`src/verilog/irq_flag_pkg.sv`:
```
// Shared constants and types for the interrupt request flag block.
package irq_flag_pkg;

  // Vector handling.
  localparam logic [15:0] DEFAULT_VECTOR     = 16'h00a0;
  localparam logic [15:0] DEFAULT_ENTRY_ADDR = 16'h80a0;
  localparam int          VECTOR_W           = 16;

  // Request source indices.
  localparam int SRC_EXT_ZERO  = 0;
  localparam int SRC_CONV_DONE = 1;
  localparam int SRC_SERIAL_RX = 2;
  localparam int SRC_COUNT     = 3;

  // Controller register offsets on APB.
  localparam logic [7:0] OFF_MODE    = 8'h00;
  localparam logic [7:0] OFF_ENABLE  = 8'h04;
  localparam logic [7:0] OFF_FLAGS   = 8'h08;
  localparam logic [7:0] OFF_CLEAR   = 8'h0c;
  localparam logic [7:0] OFF_ACCEPT  = 8'h10;
  localparam logic [7:0] OFF_VECTOR  = 8'h14;
  localparam logic [7:0] OFF_CONVRD  = 8'h18;
  localparam logic [7:0] OFF_RXRD    = 8'h1c;

  // Field positions.
  localparam int MODE_LEVEL_BIT = 0;
  localparam int VEC_DEFAULT_BIT = 16;

  // Per-source vector values; arbitrary neutral figures.
  localparam logic [15:0] VEC_EXT_ZERO  = 16'h0028;
  localparam logic [15:0] VEC_CONV_DONE = 16'h0070;
  localparam logic [15:0] VEC_SERIAL_RX = 16'h0058;

  typedef enum logic [1:0] {
    CMD_NONE,
    CMD_CLEAR_EXT,
    CMD_ACCEPT
  } cpu_cmd_type;

  typedef enum {
    ST_IDLE,
    ST_FETCH,
    ST_DONE
  } ack_state_type;

endpackage

```
`src/verilog/irq_flag_if.sv`:
```
// Interface joining the request flag block and its CPU-side controller.
interface irq_flag_if;
  logic        level_mode;     // Ext zero input mode, 1 = level.
  logic        level_mode_we;  // Write strobe for level_mode.
  logic        enable_write;   // Strobe: write of the enable register.
  logic        enable_value;   // Ext zero enable value written.
  logic        flag_clear;     // Strobe: instruction clears ext zero flag.
  logic        conv_read;      // Strobe: conversion result register read.
  logic        rx_read;        // Strobe: receive buffer read.
  logic        accept;         // Strobe: CPU starts vector fetch.
  logic [2:0]  pending;        // Request flags seen by the CPU.
  logic        fetch_busy;     // Vector fetch in progress.
  logic        vector_valid;   // Vector ready, one cycle.
  logic [15:0] vector;         // Vector value.
  logic [15:0] entry_addr;     // Service start address.

  modport device (
    input  level_mode, level_mode_we, enable_write, enable_value, flag_clear,
           conv_read, rx_read, accept,
    output pending, fetch_busy, vector_valid, vector, entry_addr
  );
  modport cpu (
    output level_mode, level_mode_we, enable_write, enable_value, flag_clear,
           conv_read, rx_read, accept,
    input  pending, fetch_busy, vector_valid, vector, entry_addr
  );
endinterface

```
`src/verilog/irq_request_flag_control.sv`:
```
// Request flags, ext zero edge and level modes and vector fetch for the device end.

module irq_request_flag_control #(
  parameter int FETCH_CYCLES = 2
) (
  input  wire logic   pclk,
  input  wire logic   presetn,
  input  wire logic   ext_irq_zero,
  input  wire logic   converter_done_irq,
  input  wire logic   serial_rx_irq,
  irq_flag_if.device  bus
);

  // The fetch counter is eight bits wide, so longer fetches cannot be counted.
  if (FETCH_CYCLES < 1 || FETCH_CYCLES > 255) begin : g_fetch_check
    $error("FETCH_CYCLES out of range");
  end

  localparam logic [7:0] FETCH_LAST = 8'(FETCH_CYCLES - 1);

  logic                                sync1_reg;
  logic                                sync2_reg;
  logic                                sync3_reg;
  logic                                pin_level_reg;
  logic                                level_mode_reg;
  logic                                ext_latch_reg;
  logic                                conv_latch_reg;
  logic                                rx_latch_reg;
  logic                                clear_seen_reg;
  logic [7:0]                          fetch_cnt_reg;
  logic [irq_flag_pkg::SRC_COUNT-1:0]  snap_reg;
  logic [irq_flag_pkg::SRC_COUNT-1:0]  pending_reg;
  logic                                vector_valid_reg;
  logic                                busy_reg;
  logic [15:0]                         vector_reg;
  logic [15:0]                         entry_reg;
  logic                                ext_pending;
  logic                                pin_rise;
  logic                                pin_fall;
  logic                                to_level;
  logic                                accept_ext;
  irq_flag_pkg::ack_state_type         state_reg;

  // Pin synchroniser; the filtered level changes only when stages two and three agree.
  always_ff @(posedge pclk or negedge presetn) begin
    if (!presetn) begin
      sync1_reg     <= 1'b0;
      sync2_reg     <= 1'b0;
      sync3_reg     <= 1'b0;
      pin_level_reg <= 1'b0;
    end else begin
      sync1_reg <= ext_irq_zero;
      sync2_reg <= sync1_reg;
      sync3_reg <= sync2_reg;
      if (sync2_reg == sync3_reg) begin
        pin_level_reg <= sync3_reg;
      end
    end
  end

  assign pin_rise = (sync2_reg == sync3_reg) && sync3_reg && !pin_level_reg;
  assign pin_fall = (sync2_reg == sync3_reg) && !sync3_reg && pin_level_reg;
  assign to_level = bus.level_mode_we && bus.level_mode && !level_mode_reg;

  // Mode register as last written by the controller.
  always_ff @(posedge pclk or negedge presetn) begin
    if (!presetn) begin
      level_mode_reg <= 1'b0;
    end else if (bus.level_mode_we) begin
      level_mode_reg <= bus.level_mode;
    end
  end

  // In level mode the pending indication is the pin itself, no stored event.
  assign ext_pending = level_mode_reg ? pin_level_reg : ext_latch_reg;

  assign accept_ext = (state_reg == irq_flag_pkg::ST_IDLE) && bus.accept &&
                      ext_pending && !level_mode_reg;

  // Edge latch: a rising edge sets it and wins over any clear in the same cycle.
  always_ff @(posedge pclk or negedge presetn) begin
    if (!presetn) begin
      ext_latch_reg <= 1'b0;
    end else if (level_mode_reg && !(bus.level_mode_we && !bus.level_mode)) begin
      ext_latch_reg <= 1'b0;
    end else if (level_mode_reg) begin
      // Leaving level mode keeps a request that the pin still holds.
      ext_latch_reg <= (pin_level_reg && !pin_fall) || pin_rise;
    end else if (pin_rise && !level_mode_reg) begin
      ext_latch_reg <= 1'b1;
    end else if (to_level) begin
      ext_latch_reg <= 1'b0;
    end else if (bus.flag_clear || accept_ext) begin
      ext_latch_reg <= 1'b0;
    end else if (bus.enable_write && !bus.enable_value) begin
      ext_latch_reg <= 1'b0;
    end
  end

  // Converter and receive latches ignore instruction writes; only reads clear them.
  always_ff @(posedge pclk or negedge presetn) begin
    if (!presetn) begin
      conv_latch_reg <= 1'b0;
      rx_latch_reg   <= 1'b0;
    end else begin
      if (converter_done_irq) begin
        conv_latch_reg <= 1'b1;
      end else if (bus.conv_read) begin
        conv_latch_reg <= 1'b0;
      end
      if (serial_rx_irq) begin
        rx_latch_reg <= 1'b1;
      end else if (bus.rx_read) begin
        rx_latch_reg <= 1'b0;
      end
    end
  end

  // Events that count as a flag clear, except an enable write of zero; a falling pin in level mode counts too.
  logic clear_event;
  assign clear_event = bus.flag_clear || bus.conv_read || bus.rx_read || to_level ||
                       (level_mode_reg && pin_fall);

  // Vector fetch sequencer; a clear landing in the fetch forces the default vector.
  always_ff @(posedge pclk or negedge presetn) begin
    if (!presetn) begin
      state_reg        <= irq_flag_pkg::ST_IDLE;
      fetch_cnt_reg    <= 8'h00;
      clear_seen_reg   <= 1'b0;
      snap_reg         <= '0;
      vector_valid_reg <= 1'b0;
      vector_reg       <= 16'h0000;
      entry_reg        <= 16'h0000;
      busy_reg         <= 1'b0;
    end else begin
      vector_valid_reg <= 1'b0;
      case (state_reg)
        irq_flag_pkg::ST_IDLE: begin
          clear_seen_reg <= 1'b0;
          fetch_cnt_reg  <= 8'h00;
          if (bus.accept) begin
            snap_reg  <= {rx_latch_reg, conv_latch_reg, ext_pending};
            busy_reg  <= 1'b1;
            state_reg <= irq_flag_pkg::ST_FETCH;
          end
        end
        irq_flag_pkg::ST_FETCH: begin
          if (clear_event) begin
            clear_seen_reg <= 1'b1;
          end
          if (fetch_cnt_reg == FETCH_LAST) begin
            state_reg <= irq_flag_pkg::ST_DONE;
          end else begin
            fetch_cnt_reg <= fetch_cnt_reg + 8'h01;
          end
        end
        irq_flag_pkg::ST_DONE: begin
          vector_valid_reg <= 1'b1;
          busy_reg         <= 1'b0;
          state_reg        <= irq_flag_pkg::ST_IDLE;
          if (clear_seen_reg || clear_event || snap_reg == '0) begin
            vector_reg <= irq_flag_pkg::DEFAULT_VECTOR;
            entry_reg  <= irq_flag_pkg::DEFAULT_ENTRY_ADDR;
          end else if (snap_reg[irq_flag_pkg::SRC_EXT_ZERO]) begin
            vector_reg <= irq_flag_pkg::VEC_EXT_ZERO;
            entry_reg  <= irq_flag_pkg::DEFAULT_ENTRY_ADDR - irq_flag_pkg::DEFAULT_VECTOR
                          + irq_flag_pkg::VEC_EXT_ZERO;
          end else if (snap_reg[irq_flag_pkg::SRC_CONV_DONE]) begin
            vector_reg <= irq_flag_pkg::VEC_CONV_DONE;
            entry_reg  <= irq_flag_pkg::DEFAULT_ENTRY_ADDR - irq_flag_pkg::DEFAULT_VECTOR
                          + irq_flag_pkg::VEC_CONV_DONE;
          end else begin
            vector_reg <= irq_flag_pkg::VEC_SERIAL_RX;
            entry_reg  <= irq_flag_pkg::DEFAULT_ENTRY_ADDR - irq_flag_pkg::DEFAULT_VECTOR
                          + irq_flag_pkg::VEC_SERIAL_RX;
          end
        end
        default: begin
          state_reg <= irq_flag_pkg::ST_IDLE;
          busy_reg  <= 1'b0;
        end
      endcase
    end
  end

  // Registered pending view toward the CPU.
  always_ff @(posedge pclk or negedge presetn) begin
    if (!presetn) begin
      pending_reg <= '0;
    end else begin
      pending_reg <= {rx_latch_reg, conv_latch_reg, ext_pending};
    end
  end

  assign bus.pending      = pending_reg;
  assign bus.fetch_busy   = busy_reg;  // Registered copy of state not idle.
  assign bus.vector_valid = vector_valid_reg;
  assign bus.vector       = vector_reg;
  assign bus.entry_addr   = entry_reg;

endmodule

```
`src/flat_wrapper.sv`:
```
// flat-port wrapper written by rule: the top's interface ports become plain ports
module irq_request_flag_control_flat 
#(
  parameter int FETCH_CYCLES = 2
)
  (pclk, presetn, ext_irq_zero, converter_done_irq, serial_rx_irq, bus_level_mode, bus_level_mode_we, bus_enable_write, bus_enable_value, bus_flag_clear, bus_conv_read, bus_rx_read, bus_accept, bus_pending, bus_fetch_busy, bus_vector_valid, bus_vector, bus_entry_addr);
  irq_flag_if bus_i ();
  input  wire logic pclk;
  input  wire logic presetn;
  input  wire logic ext_irq_zero;
  input  wire logic converter_done_irq;
  input  wire logic serial_rx_irq;
  input wire logic [$bits(bus_i.level_mode)-1:0] bus_level_mode;
  input wire logic [$bits(bus_i.level_mode_we)-1:0] bus_level_mode_we;
  input wire logic [$bits(bus_i.enable_write)-1:0] bus_enable_write;
  input wire logic [$bits(bus_i.enable_value)-1:0] bus_enable_value;
  input wire logic [$bits(bus_i.flag_clear)-1:0] bus_flag_clear;
  input wire logic [$bits(bus_i.conv_read)-1:0] bus_conv_read;
  input wire logic [$bits(bus_i.rx_read)-1:0] bus_rx_read;
  input wire logic [$bits(bus_i.accept)-1:0] bus_accept;
  output wire logic [$bits(bus_i.pending)-1:0] bus_pending;
  output wire logic [$bits(bus_i.fetch_busy)-1:0] bus_fetch_busy;
  output wire logic [$bits(bus_i.vector_valid)-1:0] bus_vector_valid;
  output wire logic [$bits(bus_i.vector)-1:0] bus_vector;
  output wire logic [$bits(bus_i.entry_addr)-1:0] bus_entry_addr;
  assign bus_i.level_mode = bus_level_mode;
  assign bus_i.level_mode_we = bus_level_mode_we;
  assign bus_i.enable_write = bus_enable_write;
  assign bus_i.enable_value = bus_enable_value;
  assign bus_i.flag_clear = bus_flag_clear;
  assign bus_i.conv_read = bus_conv_read;
  assign bus_i.rx_read = bus_rx_read;
  assign bus_i.accept = bus_accept;
  assign bus_pending = bus_i.pending;
  assign bus_fetch_busy = bus_i.fetch_busy;
  assign bus_vector_valid = bus_i.vector_valid;
  assign bus_vector = bus_i.vector;
  assign bus_entry_addr = bus_i.entry_addr;
  irq_request_flag_control #(.FETCH_CYCLES(FETCH_CYCLES)) u_core (.pclk(pclk), .presetn(presetn), .ext_irq_zero(ext_irq_zero), .converter_done_irq(converter_done_irq), .serial_rx_irq(serial_rx_irq), .bus(bus_i));
endmodule
```
`config.mk`:
```
export PLATFORM = sky130hd
export DESIGN_NAME = irq_request_flag_control_flat
export DESIGN_NICKNAME = d
export VERILOG_FILES = /design/src/verilog/irq_flag_pkg.sv /design/src/verilog/irq_flag_if.sv /design/src/verilog/irq_request_flag_control.sv /design/src/flat_wrapper.sv
export SDC_FILE = /design/constraint.sdc
export NUM_CORES = 1
export LEC_CHECK = 0
export BUFFER_PORTS_ARGS = -buffer_cell sky130_fd_sc_hd__buf_2
export CAP_MARGIN = 20
export CELL_PAD_IN_SITES_DETAIL_PLACEMENT = 1
export CELL_PAD_IN_SITES_GLOBAL_PLACEMENT = 1
export CORE_AREA = 2 2 66 68
export DETAILED_ROUTE_END_ITERATION = 8
export DIE_AREA = 0 0 68 70
export PLACE_DENSITY_LB_ADDON = 0.1
export SLEW_MARGIN = 20
export SYNTH_ARGS = -nofsm -noshare
export SYNTH_HDL_FRONTEND = slang
export SYNTH_SLANG_ARGS = --single-unit
```
`constraint.sdc`:
```
create_clock -name pclk -period 3.2 [get_ports pclk]
set_input_delay 0.32 -clock pclk [delete_from_list [all_inputs] [get_ports pclk]]
set_output_delay 0.32 -clock pclk [all_outputs]
set_load 0.01 [all_outputs]
```
==> results of run 1 <==
-- logic make-up after synthesis --
kind of cell / share of synthesized area
flip-flops: 0.497
AND/OR/NAND/NOR: 0.175
multiplexers: 0.0210
adder cells (fa/ha/maj): 0.0311
AO/OA/AOI/OAI: 0.115
other: 0.00233
buffers and inverters: 0.159
-- final cells by class --
| class | instances | area [um^2] |
|---|---|---|
| Clock buffer | 7 | 96.3 |
| Clock inverter | 1 | 30.0 |
| Fill cell | 504 | 2340 |
| Inverter | 11 | 41.3 |
| Multi-Input combinational cell | 108 | 629 |
| Sequential cell | 32 | 801 |
| Tap cell | 52 | 65.1 |
| Timing Repair Buffer | 28 | 140 |
-- cells in the mapped netlist, drive strengths merged --
cell type / number
mux2: 3
a31oi: 5
nor4b: 1
conb: 1
or3: 2
nand2: 18
nor2: 4
nand3: 10
o211a: 1
a211o: 1
o211ai: 2
o41ai: 1
o21bai: 1
nand4: 2
nor4: 1
ha: 4
o2111ai: 1
nand2b: 4
buf: 28
or3b: 1
and3: 1
dfrtp: 32
a21o: 3
o21a: 1
a22o: 3
o22ai: 1
o21ai: 4
nor3: 3
o31ai: 1
nor3b: 1
or4: 2
a21oi: 1
clkbuf: 2
nor2b: 4
inv: 11
-- report_power, final --
group          switching (mW)  internal, mW
Clock                   0.145         0.275
Combinational           0.179         0.132
Sequential              0.110         0.485
Total                   0.433         0.891
-- how the worst max path moves through the flow --
stage                       startpoint                       to  slack, ns  cells past startpoint
6_report           u_core.state_reg[1]  u_core.fetch_cnt_reg[5]       1.60                      3
4_1_cts            u_core.state_reg[1]  u_core.fetch_cnt_reg[5]       1.61                      3
3_3_place_gp       u_core.state_reg[1]  u_core.fetch_cnt_reg[7]       1.70                      3
2_1_floorplan  u_core.fetch_cnt_reg[0]  u_core.fetch_cnt_reg[4]       1.85                      4
5_1_grt            u_core.state_reg[1]  u_core.fetch_cnt_reg[5]       1.49                      3
3_5_place_dp       u_core.state_reg[1]  u_core.fetch_cnt_reg[5]       1.64                      3
-- routing by layer --
layer,share of wire,vias up,routed length [um],global-route usage
li1,-,554,-,-
met1,0.45,569,1460,0.204
met2,0.49,29,1600,0.245
met3,0.049,7,159,0.0483
met4,0.015,0,48,0.0533
met5,0,-,0,0
-- stage by stage --
stage | total power [mW] | setup WS (ns) | utilization | hold WS (ns)
finish | 1.32 | 1.60 | 0.435 | 0.0876
global route | 1.43 | 1.49 | 0.435 | 0.131
CTS | 1.35 | 1.61 | 0.435 | 0.117
detailed placement | 0.914 | 1.64 | 0.405 | 0.336
global placement | 0.901 | 1.70 | 0.405 | 0.340
floorplan | 0.834 | 1.85 | - | 0.0244
==> flow_metrics.tcl, run 1 <==
set metrics [dict create \
    antenna_found_initial 0 \
    post_cts_buffers 0 \
    clkSlewWorstSetupHoldPaths_ns 0.07 \
    tns_ns 0 \
    crit_buf_inv 0 \
    synthCells 161 \
    ctsLongestPathBuffers 2 \
    maxCapViolCount 0 \
    worst_pin_slew_ns 0.716 \
    synth_top_area_cell "dfrtp_1" \
    vias 1159 \
    num_rows 24 \
    ys_warn_count 0 \
    power_leakage_nw 0.906 \
    core_um2 4140 \
    tritoncts "done" \
    worstRegToRegCells 3 \
    cp_top_family "simple AND/OR/NAND/NOR gates" \
    layout_common_cells "dfrtp_1 (32), buf_2 (28), conb_1 (21), nand2_1 (18), inv_1 (11)" \
    r2r_slack_ns 1.60 \
    vias_per_cell 4.85 \
    hold_buffers 0 \
    die_area_um2 4760 \
    layout-drive-gt1-share 0.219 \
    cts_resized 0 \
    ys_seq_area_frac 0.497 \
    power_density_nw_per_um2 735 \
    r2r-end "u_core.fetch_cnt_reg[5]" \
    path_max_fanout 16 \
    port_buffers 28 \
    slew_headroom 0.523 \
    syn_area_um2 1610 \
    syn_to_final_growth_pct 11.9 \
    r2r_start "u_core.state_reg[1]" \
    outcome "finished, final reports clean" \
    cp.required_ns 3.41 \
    avgSynthCellArea_um2 10.0 \
    skew_ns 0.00293 \
    nets 203 \
    arrival_ns 1.81 \
    cts_sinks 32 \
    io_pins 50 \
    numCtsBuffers 5 \
    final-hold-violation-count 0 \
    fp.dieH_um 70 \
    dpl_cell_area_um2 1680 \
    timing.final.crit_share 0.499 \
    synthDistinctLibCells 36 \
    die_x_um 68 \
    hold_path.class "in2async" \
    final_common_cell "dfrtp_1" \
    ys_ff_latch 32 \
    drc 0 \
    path_class "reg2reg" \
    vdd_ir_drop_max_mv 0.257 \
    fmax_ghz 0.626 \
    clk_latency_ns 0.28 \
    grt_pass1_vias 1194 \
    dp.cells 231 \
    crit_path_top_delay_cell "dfrtp_1" \
    stdcell_area_um2 1800 \
    grt_max_degree 33 \
    grt_pass1_wl_mm 5.63 \
    wirelength_mm 3.27 \
    period_needed_ns 1.60 \
    wl_per_cell_um 13.7 \
    cp_cell_sequence "nand2b_1 > or4_1 > nand3_1" \
    grt_overflow 0 \
    ant_nets 0 \
    largest_reg_flops 8 \
    max_stage_delay_ns 0.55 \
    clockRootBuffer "clkbuf_8" \
    initial_utilization 0.389 \
    hpwl_mm 2.37 \
    timing_max_transition_violations_final 0 \
    drt_iter0_markers 30 \
    first_pass_iters 4 \
    final_cell_count_no_fill 239 \
    crit_path_start_kind "register" \
    synthTopCellsByArea "dfrtp_1 (50%), buf_4 (13%), nand2_1 (4.2%), ha_1 (3.1%), nand3_1 (3.1%)" \
    end_kind "register" \
    diodes 0 \
    rsz0062_at_grt "false" \
    cts_max_level 2 \
    grt.total_usage 0.157 \
    gp_congestion 0.773 \
    yosysTopAreaCellShare 0.497 \
    setup_violations 0 \
]
Note: power is estimated with default switching activity, not from simulation.
==> run 2: changes to the inputs <==
CORE_AREA = 2 2 69 71   (was 2 2 66 68)
DIE_AREA = 0 0 71 73   (was 0 0 68 70)
clock period = 1.5 ns   (was 3.2 ns; I/O delays follow)
==> run 2 against run 1 <==
Non-clock buffer count grew 11. Sequential share of layout area down 2.6 points. Register-to-register slack worse by 1.5 ns. Maximum frequency increased by 14%. Total power increased by 130%. Combinational power grew to 2.8 times the previous value. Global-route usage decreased by 1.0 points. Clock-buffer cell count is the same. Routed wire length increased by 4.5%. Critical endpoint is now u_core.fetch_cnt_reg[4].
==> flow_metrics.tcl, run 2 (synthesis gave the netlist of run 1 again) <==
set metrics [dict create \
    outcome "finished, final reports clean" \
    ant_nets 0 \
    finalWorstSetupSlack_ns 0.0998 \
    hold_path.class "in2reg" \
    setup_violations 0 \
    cts_max_level 2 \
    layout_common_cells "dfrtp_1 (31), buf_2 (28), conb_1 (21), nand2_1 (18), inv_1 (11)" \
    path_max_fanout 6 \
    min_from "converter_done_irq" \
    die_area_um2 5180 \
    final-hold-violation-count 0 \
    grt_overflow 0 \
    port_buffers 28 \
    drt_iter0_markers 24 \
    power_leakage_nw 0.964 \
    maxCapViolCount 0 \
    clkSlewWorstSetupHoldPaths_ns 0.07 \
    clk_latency_ns 0.28 \
    cp_cell_sequence "ha_1 > nand3_1 > mux2_2 > a22o_1" \
    tns_ns 0 \
    grt_pass1_vias 1266 \
    timing_max_transition_violations_final 0 \
    fp.dieH_um 73 \
    vias_per_cell 4.75 \
    power_density_nw_per_um2 1560 \
    nets 214 \
    grt_pass1_wl_mm 5.83 \
    layout-drive-gt1-share 0.263 \
    first_pass_iters 3 \
    wl_per_cell_um 13.5 \
    numCtsBuffers 5 \
    num_rows 25 \
    end_kind "register" \
    arrival_ns 1.57 \
    timing.final.crit_share 0.933 \
    ctsLongestPathBuffers 2 \
    fmax_ghz 0.714 \
    final_common_cell "dfrtp_1" \
    stdcell_area_um2 1920 \
    hpwl_mm 2.67 \
    cts_sinks 32 \
    drc 0 \
    diodes 0 \
    max_stage_delay_ns 0.44 \
    io_pins 50 \
    grt.total_usage 0.147 \
    path_class "reg2reg" \
    vias 1196 \
    crit_path_start_kind "register" \
    tritoncts "done" \
    clockRootBuffer "clkbuf_8" \
    vdd_ir_drop_max_mv 0.922 \
    wirelength_mm 3.41 \
    place_ws_ns 0.110 \
    startpoint "u_core.fetch_cnt_reg[0]" \
    post_cts_buffers 0 \
    initial_utilization 0.355 \
    skew_ns 0.00481 \
    r2r_start "u_core.fetch_cnt_reg[0]" \
    syn_to_final_growth_pct 19.0 \
    die_x_um 71 \
    rsz0062_at_grt "false" \
    crit_path_top_delay_cell "dfrtp_1" \
    antenna_found_initial 0 \
    period_needed_ns 1.40 \
    grt_max_degree 19 \
    largest_reg_flops 8 \
    cp.required_ns 1.67 \
    gp_congestion 0.837 \
    final_util 0.423 \
    core_um2 4540 \
    dpl_cell_area_um2 1760 \
]
## run 2: cell types whose count changed in the layout (fill, tap and decap cells not counted)
cell / delta
nor4b_4: +1
nand2b_2: +1
buf_4: +8
nand2b_1: -1
nor4b_2: -1
dfrtp_2: +1
buf_12: +1
dlygate4sd3_1: +2
dfrtp_1: -1
## run 2: path summary, 6_finish.rpt
kind | end | cells past startpoint | slack (ns)
setup / recovery | u_core.fetch_cnt_reg[4] | 4 | 0.1
hold reg to reg | u_core.sync2_reg | 0 | 0.35
hold / removal | u_core.conv_latch_reg | 2 | 0.06
min in group asynchronous | u_core.bus.pending[2] | 2 | 0.34
setup reg to reg | u_core.fetch_cnt_reg[4] | 4 | 0.1
max in group asynchronous | u_core.snap_reg[0] | 3 | 0.74
## run 2: critical path: cells and delay by family, from the launching register on
| kind | cells | cell delay, ns |
|---|---|---|
| mux | 1 | 0.33 |
| fa+ha+maj | 1 | 0.26 |
| compound gates | 1 | 0.17 |
| flops | 1 | 0.44 |
| simple gates | 1 | 0.09 |
## run 2: metrics by stage
stage               hold slack [ns]  instances  power (mW)
floorplan                    -0.146        181        1.78
global placement              0.108        242        2.05
detailed placement            0.117        242        2.09
CTS                          0.0511        252        3.01
global route                 0.0517        252        3.19
finish                       0.0560        252        2.99
## run 2: layer usage
layer	GRT usage	part of all wire	vias up
li1	-	-	574
met5	0	0	-
met2	0.256	0.54	27
met4	0.0692	0.017	0
met1	0.168	0.41	590
met3	0.0373	0.038	5
## run 2: what timing repair did
item                       CTS  global route
setup endpoints to repair    0             3
resized for setup            0             3
hold buffers                 2             0
hold endpoints to repair    18             0
## run 2: power by group
part	total (mW)	internal (mW)	switching (mW)
logic	0.874	0.396	0.478
clock network	0.900	0.586	0.314
registers	1.21	1.04	0.175
## run 2: layout make-up
type | instances | area (um^2)
clock buffers | 7 | 96.3
flip-flops and latches | 32 | 802
well taps | 54 | 67.6
inverters | 11 | 41.3
repair buffers | 39 | 240
multi-input cells | 108 | 641
fillers | 537 | 2620
clock inverters | 1 | 30.0
==> run 3: changes to the inputs <==
CORE_AREA = 4 4 68 70   (was 2 2 69 71)
DIE_AREA = 0 0 72 74   (was 0 0 71 73)
clock period = 1.8 ns   (was 1.5 ns; I/O delays follow)
==> run 3 against run 2 <==
Global-route usage down 0.39 points. Non-clock buffer count shrank 8. Total power is 27% lower. Combinational power is 32% lower. Routed wire length decreased by 0.85%. Register-to-register slack gained 0.16 ns. Critical path type unchanged. Critical endpoint is now u_core.fetch_cnt_reg[1]. Highest routed layer unchanged.
==> flow_metrics.tcl, run 3 (synthesis gave the netlist of run 1 again) <==
set metrics [dict create \
    outcome "finished, final reports clean" \
    seqPwrFrac 0.471 \
    layout_common_cells "dfrtp_1 (32), buf_2 (28), conb_1 (21), nand2_1 (18), inv_1 (11)" \
    diodes 0 \
    timing_max_transition_violations_final 0 \
    largest_reg_flops 8 \
    num_rows 23 \
    die_area_um2 5330 \
    power_density_nw_per_um2 1220 \
    io_pins 50 \
    vias 1184 \
    grt.total_usage 0.143 \
    power.share.clock 0.258 \
    period_needed_ns 1.54 \
    tritoncts "done" \
    arrival_ns 1.70 \
    setup_violations 0 \
    drt_iter0_markers 37 \
    fp.dieH_um 74 \
    first_pass_iters 3 \
    tns_ns 0 \
    timing.final.crit_share 0.855 \
    switching_share 0.351 \
    final-hold-violation-count 0 \
    ant_nets 0 \
    grt_pass1_wl_mm 5.84 \
    clkSlewWorstSetupHoldPaths_ns 0.07 \
    wirelength_mm 3.38 \
    clockRootBuffer "clkbuf_8" \
    max_stage_delay_ns 0.49 \
    core_um2 3970 \
    ctsLongestPathBuffers 2 \
    worst_pin_slew_ns 0.718 \
    r2r-end "u_core.fetch_cnt_reg[1]" \
    skew_ns 0.00453 \
    r2r_slack_ns 0.26 \
    combPwrFrac 0.271 \
    hold_path_end "u_core.rx_latch_reg" \
    clk_latency_ns 0.28 \
    switching_power_uw 768 \
    fmax_ghz 0.650 \
    cts_max_level 2 \
    rsz0062_at_grt "false" \
    grt_pass1_vias 1218 \
    path_class "reg2reg" \
    grt_overflow 0 \
    port_buffers 28 \
    layout-drive-gt1-share 0.211 \
    final_common_cell "dfrtp_1" \
    initial_utilization 0.406 \
    min_path_cells 2 \
    path_max_fanout 8 \
    worstRegToRegCells 4 \
    vdd_ir_drop_max_mv 0.481 \
    internal_power_mw 1.42 \
    vias_per_cell 4.93 \
    crit_path_start_kind "register" \
    end_kind "register" \
    nets 206 \
    maxCapViolCount 0 \
    crit_path_top_delay_cell "dfrtp_1" \
    hold_path.class "in2reg" \
    numCtsBuffers 5 \
    cts_sinks 32 \
    cp_cell_sequence "ha_1 > nor4b_2 > a21o_1 > o22ai_1" \
    syn_to_final_growth_pct 11.2 \
    grt_max_degree 33 \
    cts_resized 0 \
    r2r_start "u_core.fetch_cnt_reg[0]" \
    wl_per_cell_um 14.1 \
    power_leakage_nw 0.901 \
    cp_top_family "flip-flops" \
    crit_buf_inv 0 \
    antenna_found_initial 0 \
    die_x_um 72 \
    slew_headroom 0.522 \
    drc 0 \
    gp_congestion 0.859 \
    final_util 0.451 \
    hpwl_mm 2.58 \
    min_from "serial_rx_irq" \
    cp.required_ns 1.96 \
]
[run 3: power groups by stage]
stage	registers, mW	logic, mW	clock network (mW)
2_1_floorplan	1.00	0.481	0
3_3_place_gp	1.04	0.578	0
3_5_place_dp	1.05	0.603	0
4_1_cts	1.03	0.609	0.584
5_1_grt	1.06	0.678	0.619
6_report	1.03	0.594	0.564
[run 3: metal layers]
metal	up-vias	global-route usage	part of all wire
met5	-	0	0
met4	0	0.0564	0.016
met2	35	0.246	0.51
met1	583	0.165	0.41
met3	6	0.0473	0.066
li1	560	-	-
[run 3: worst reg2reg max path, delay by kind of cell, from the launching register on]
kind / cells / cell delay (ns)
adders and majority gates: 1 / 0.20
DFF: 1 / 0.49
AOI/OAI and AO/OA: 2 / 0.33
and+or+nand+nor: 1 / 0.39
[run 3: how the worst max path moves through the flow]
stage,start,to,slack (ns),depth (start not counted)
after floorplan,u_core.fetch_cnt_reg[0],u_core.fetch_cnt_reg[4],0.45,4
after global placement,u_core.state_reg[0],u_core.ext_latch_reg,0.31,3
after detailed placement,u_core.fetch_cnt_reg[0],u_core.fetch_cnt_reg[1],0.27,4
after CTS,u_core.fetch_cnt_reg[0],u_core.fetch_cnt_reg[1],0.26,4
after global routing,u_core.fetch_cnt_reg[0],u_core.fetch_cnt_reg[1],0.15,4
final,u_core.fetch_cnt_reg[0],u_core.fetch_cnt_reg[1],0.26,4
[run 3: metrics by stage]
stage | instances | hold slack (ns) | area (um^2) | total power, mW | setup WS (ns)
after detailed placement | 230 | 0.279 | 1680 | 1.65 | 0.268
after global placement | 230 | 0.274 | 1680 | 1.62 | 0.314
after global routing | 240 | 0.0799 | 1790 | 2.36 | 0.149
after CTS | 240 | 0.0701 | 1790 | 2.23 | 0.259
after floorplan | 181 | -0.116 | 1690 | 1.48 | 0.448
final | 240 | 0.0752 | 1790 | 2.19 | 0.261
[run 3: repair_timing]
action / 4_1_cts / 5_1_grt
endpoints found under the hold margin: 33 / 0
hold buffers: 2 / 0
setup buffers: 0 / 0
[run 3: final cells by class]
cell class	count	area, um^2
clock buffer	8	90.1
tap	50	62.6
fill	471	2180
timing repair buffer	31	168
sequential	32	801
multi-input combinational	108	629
inverter	11	41.3
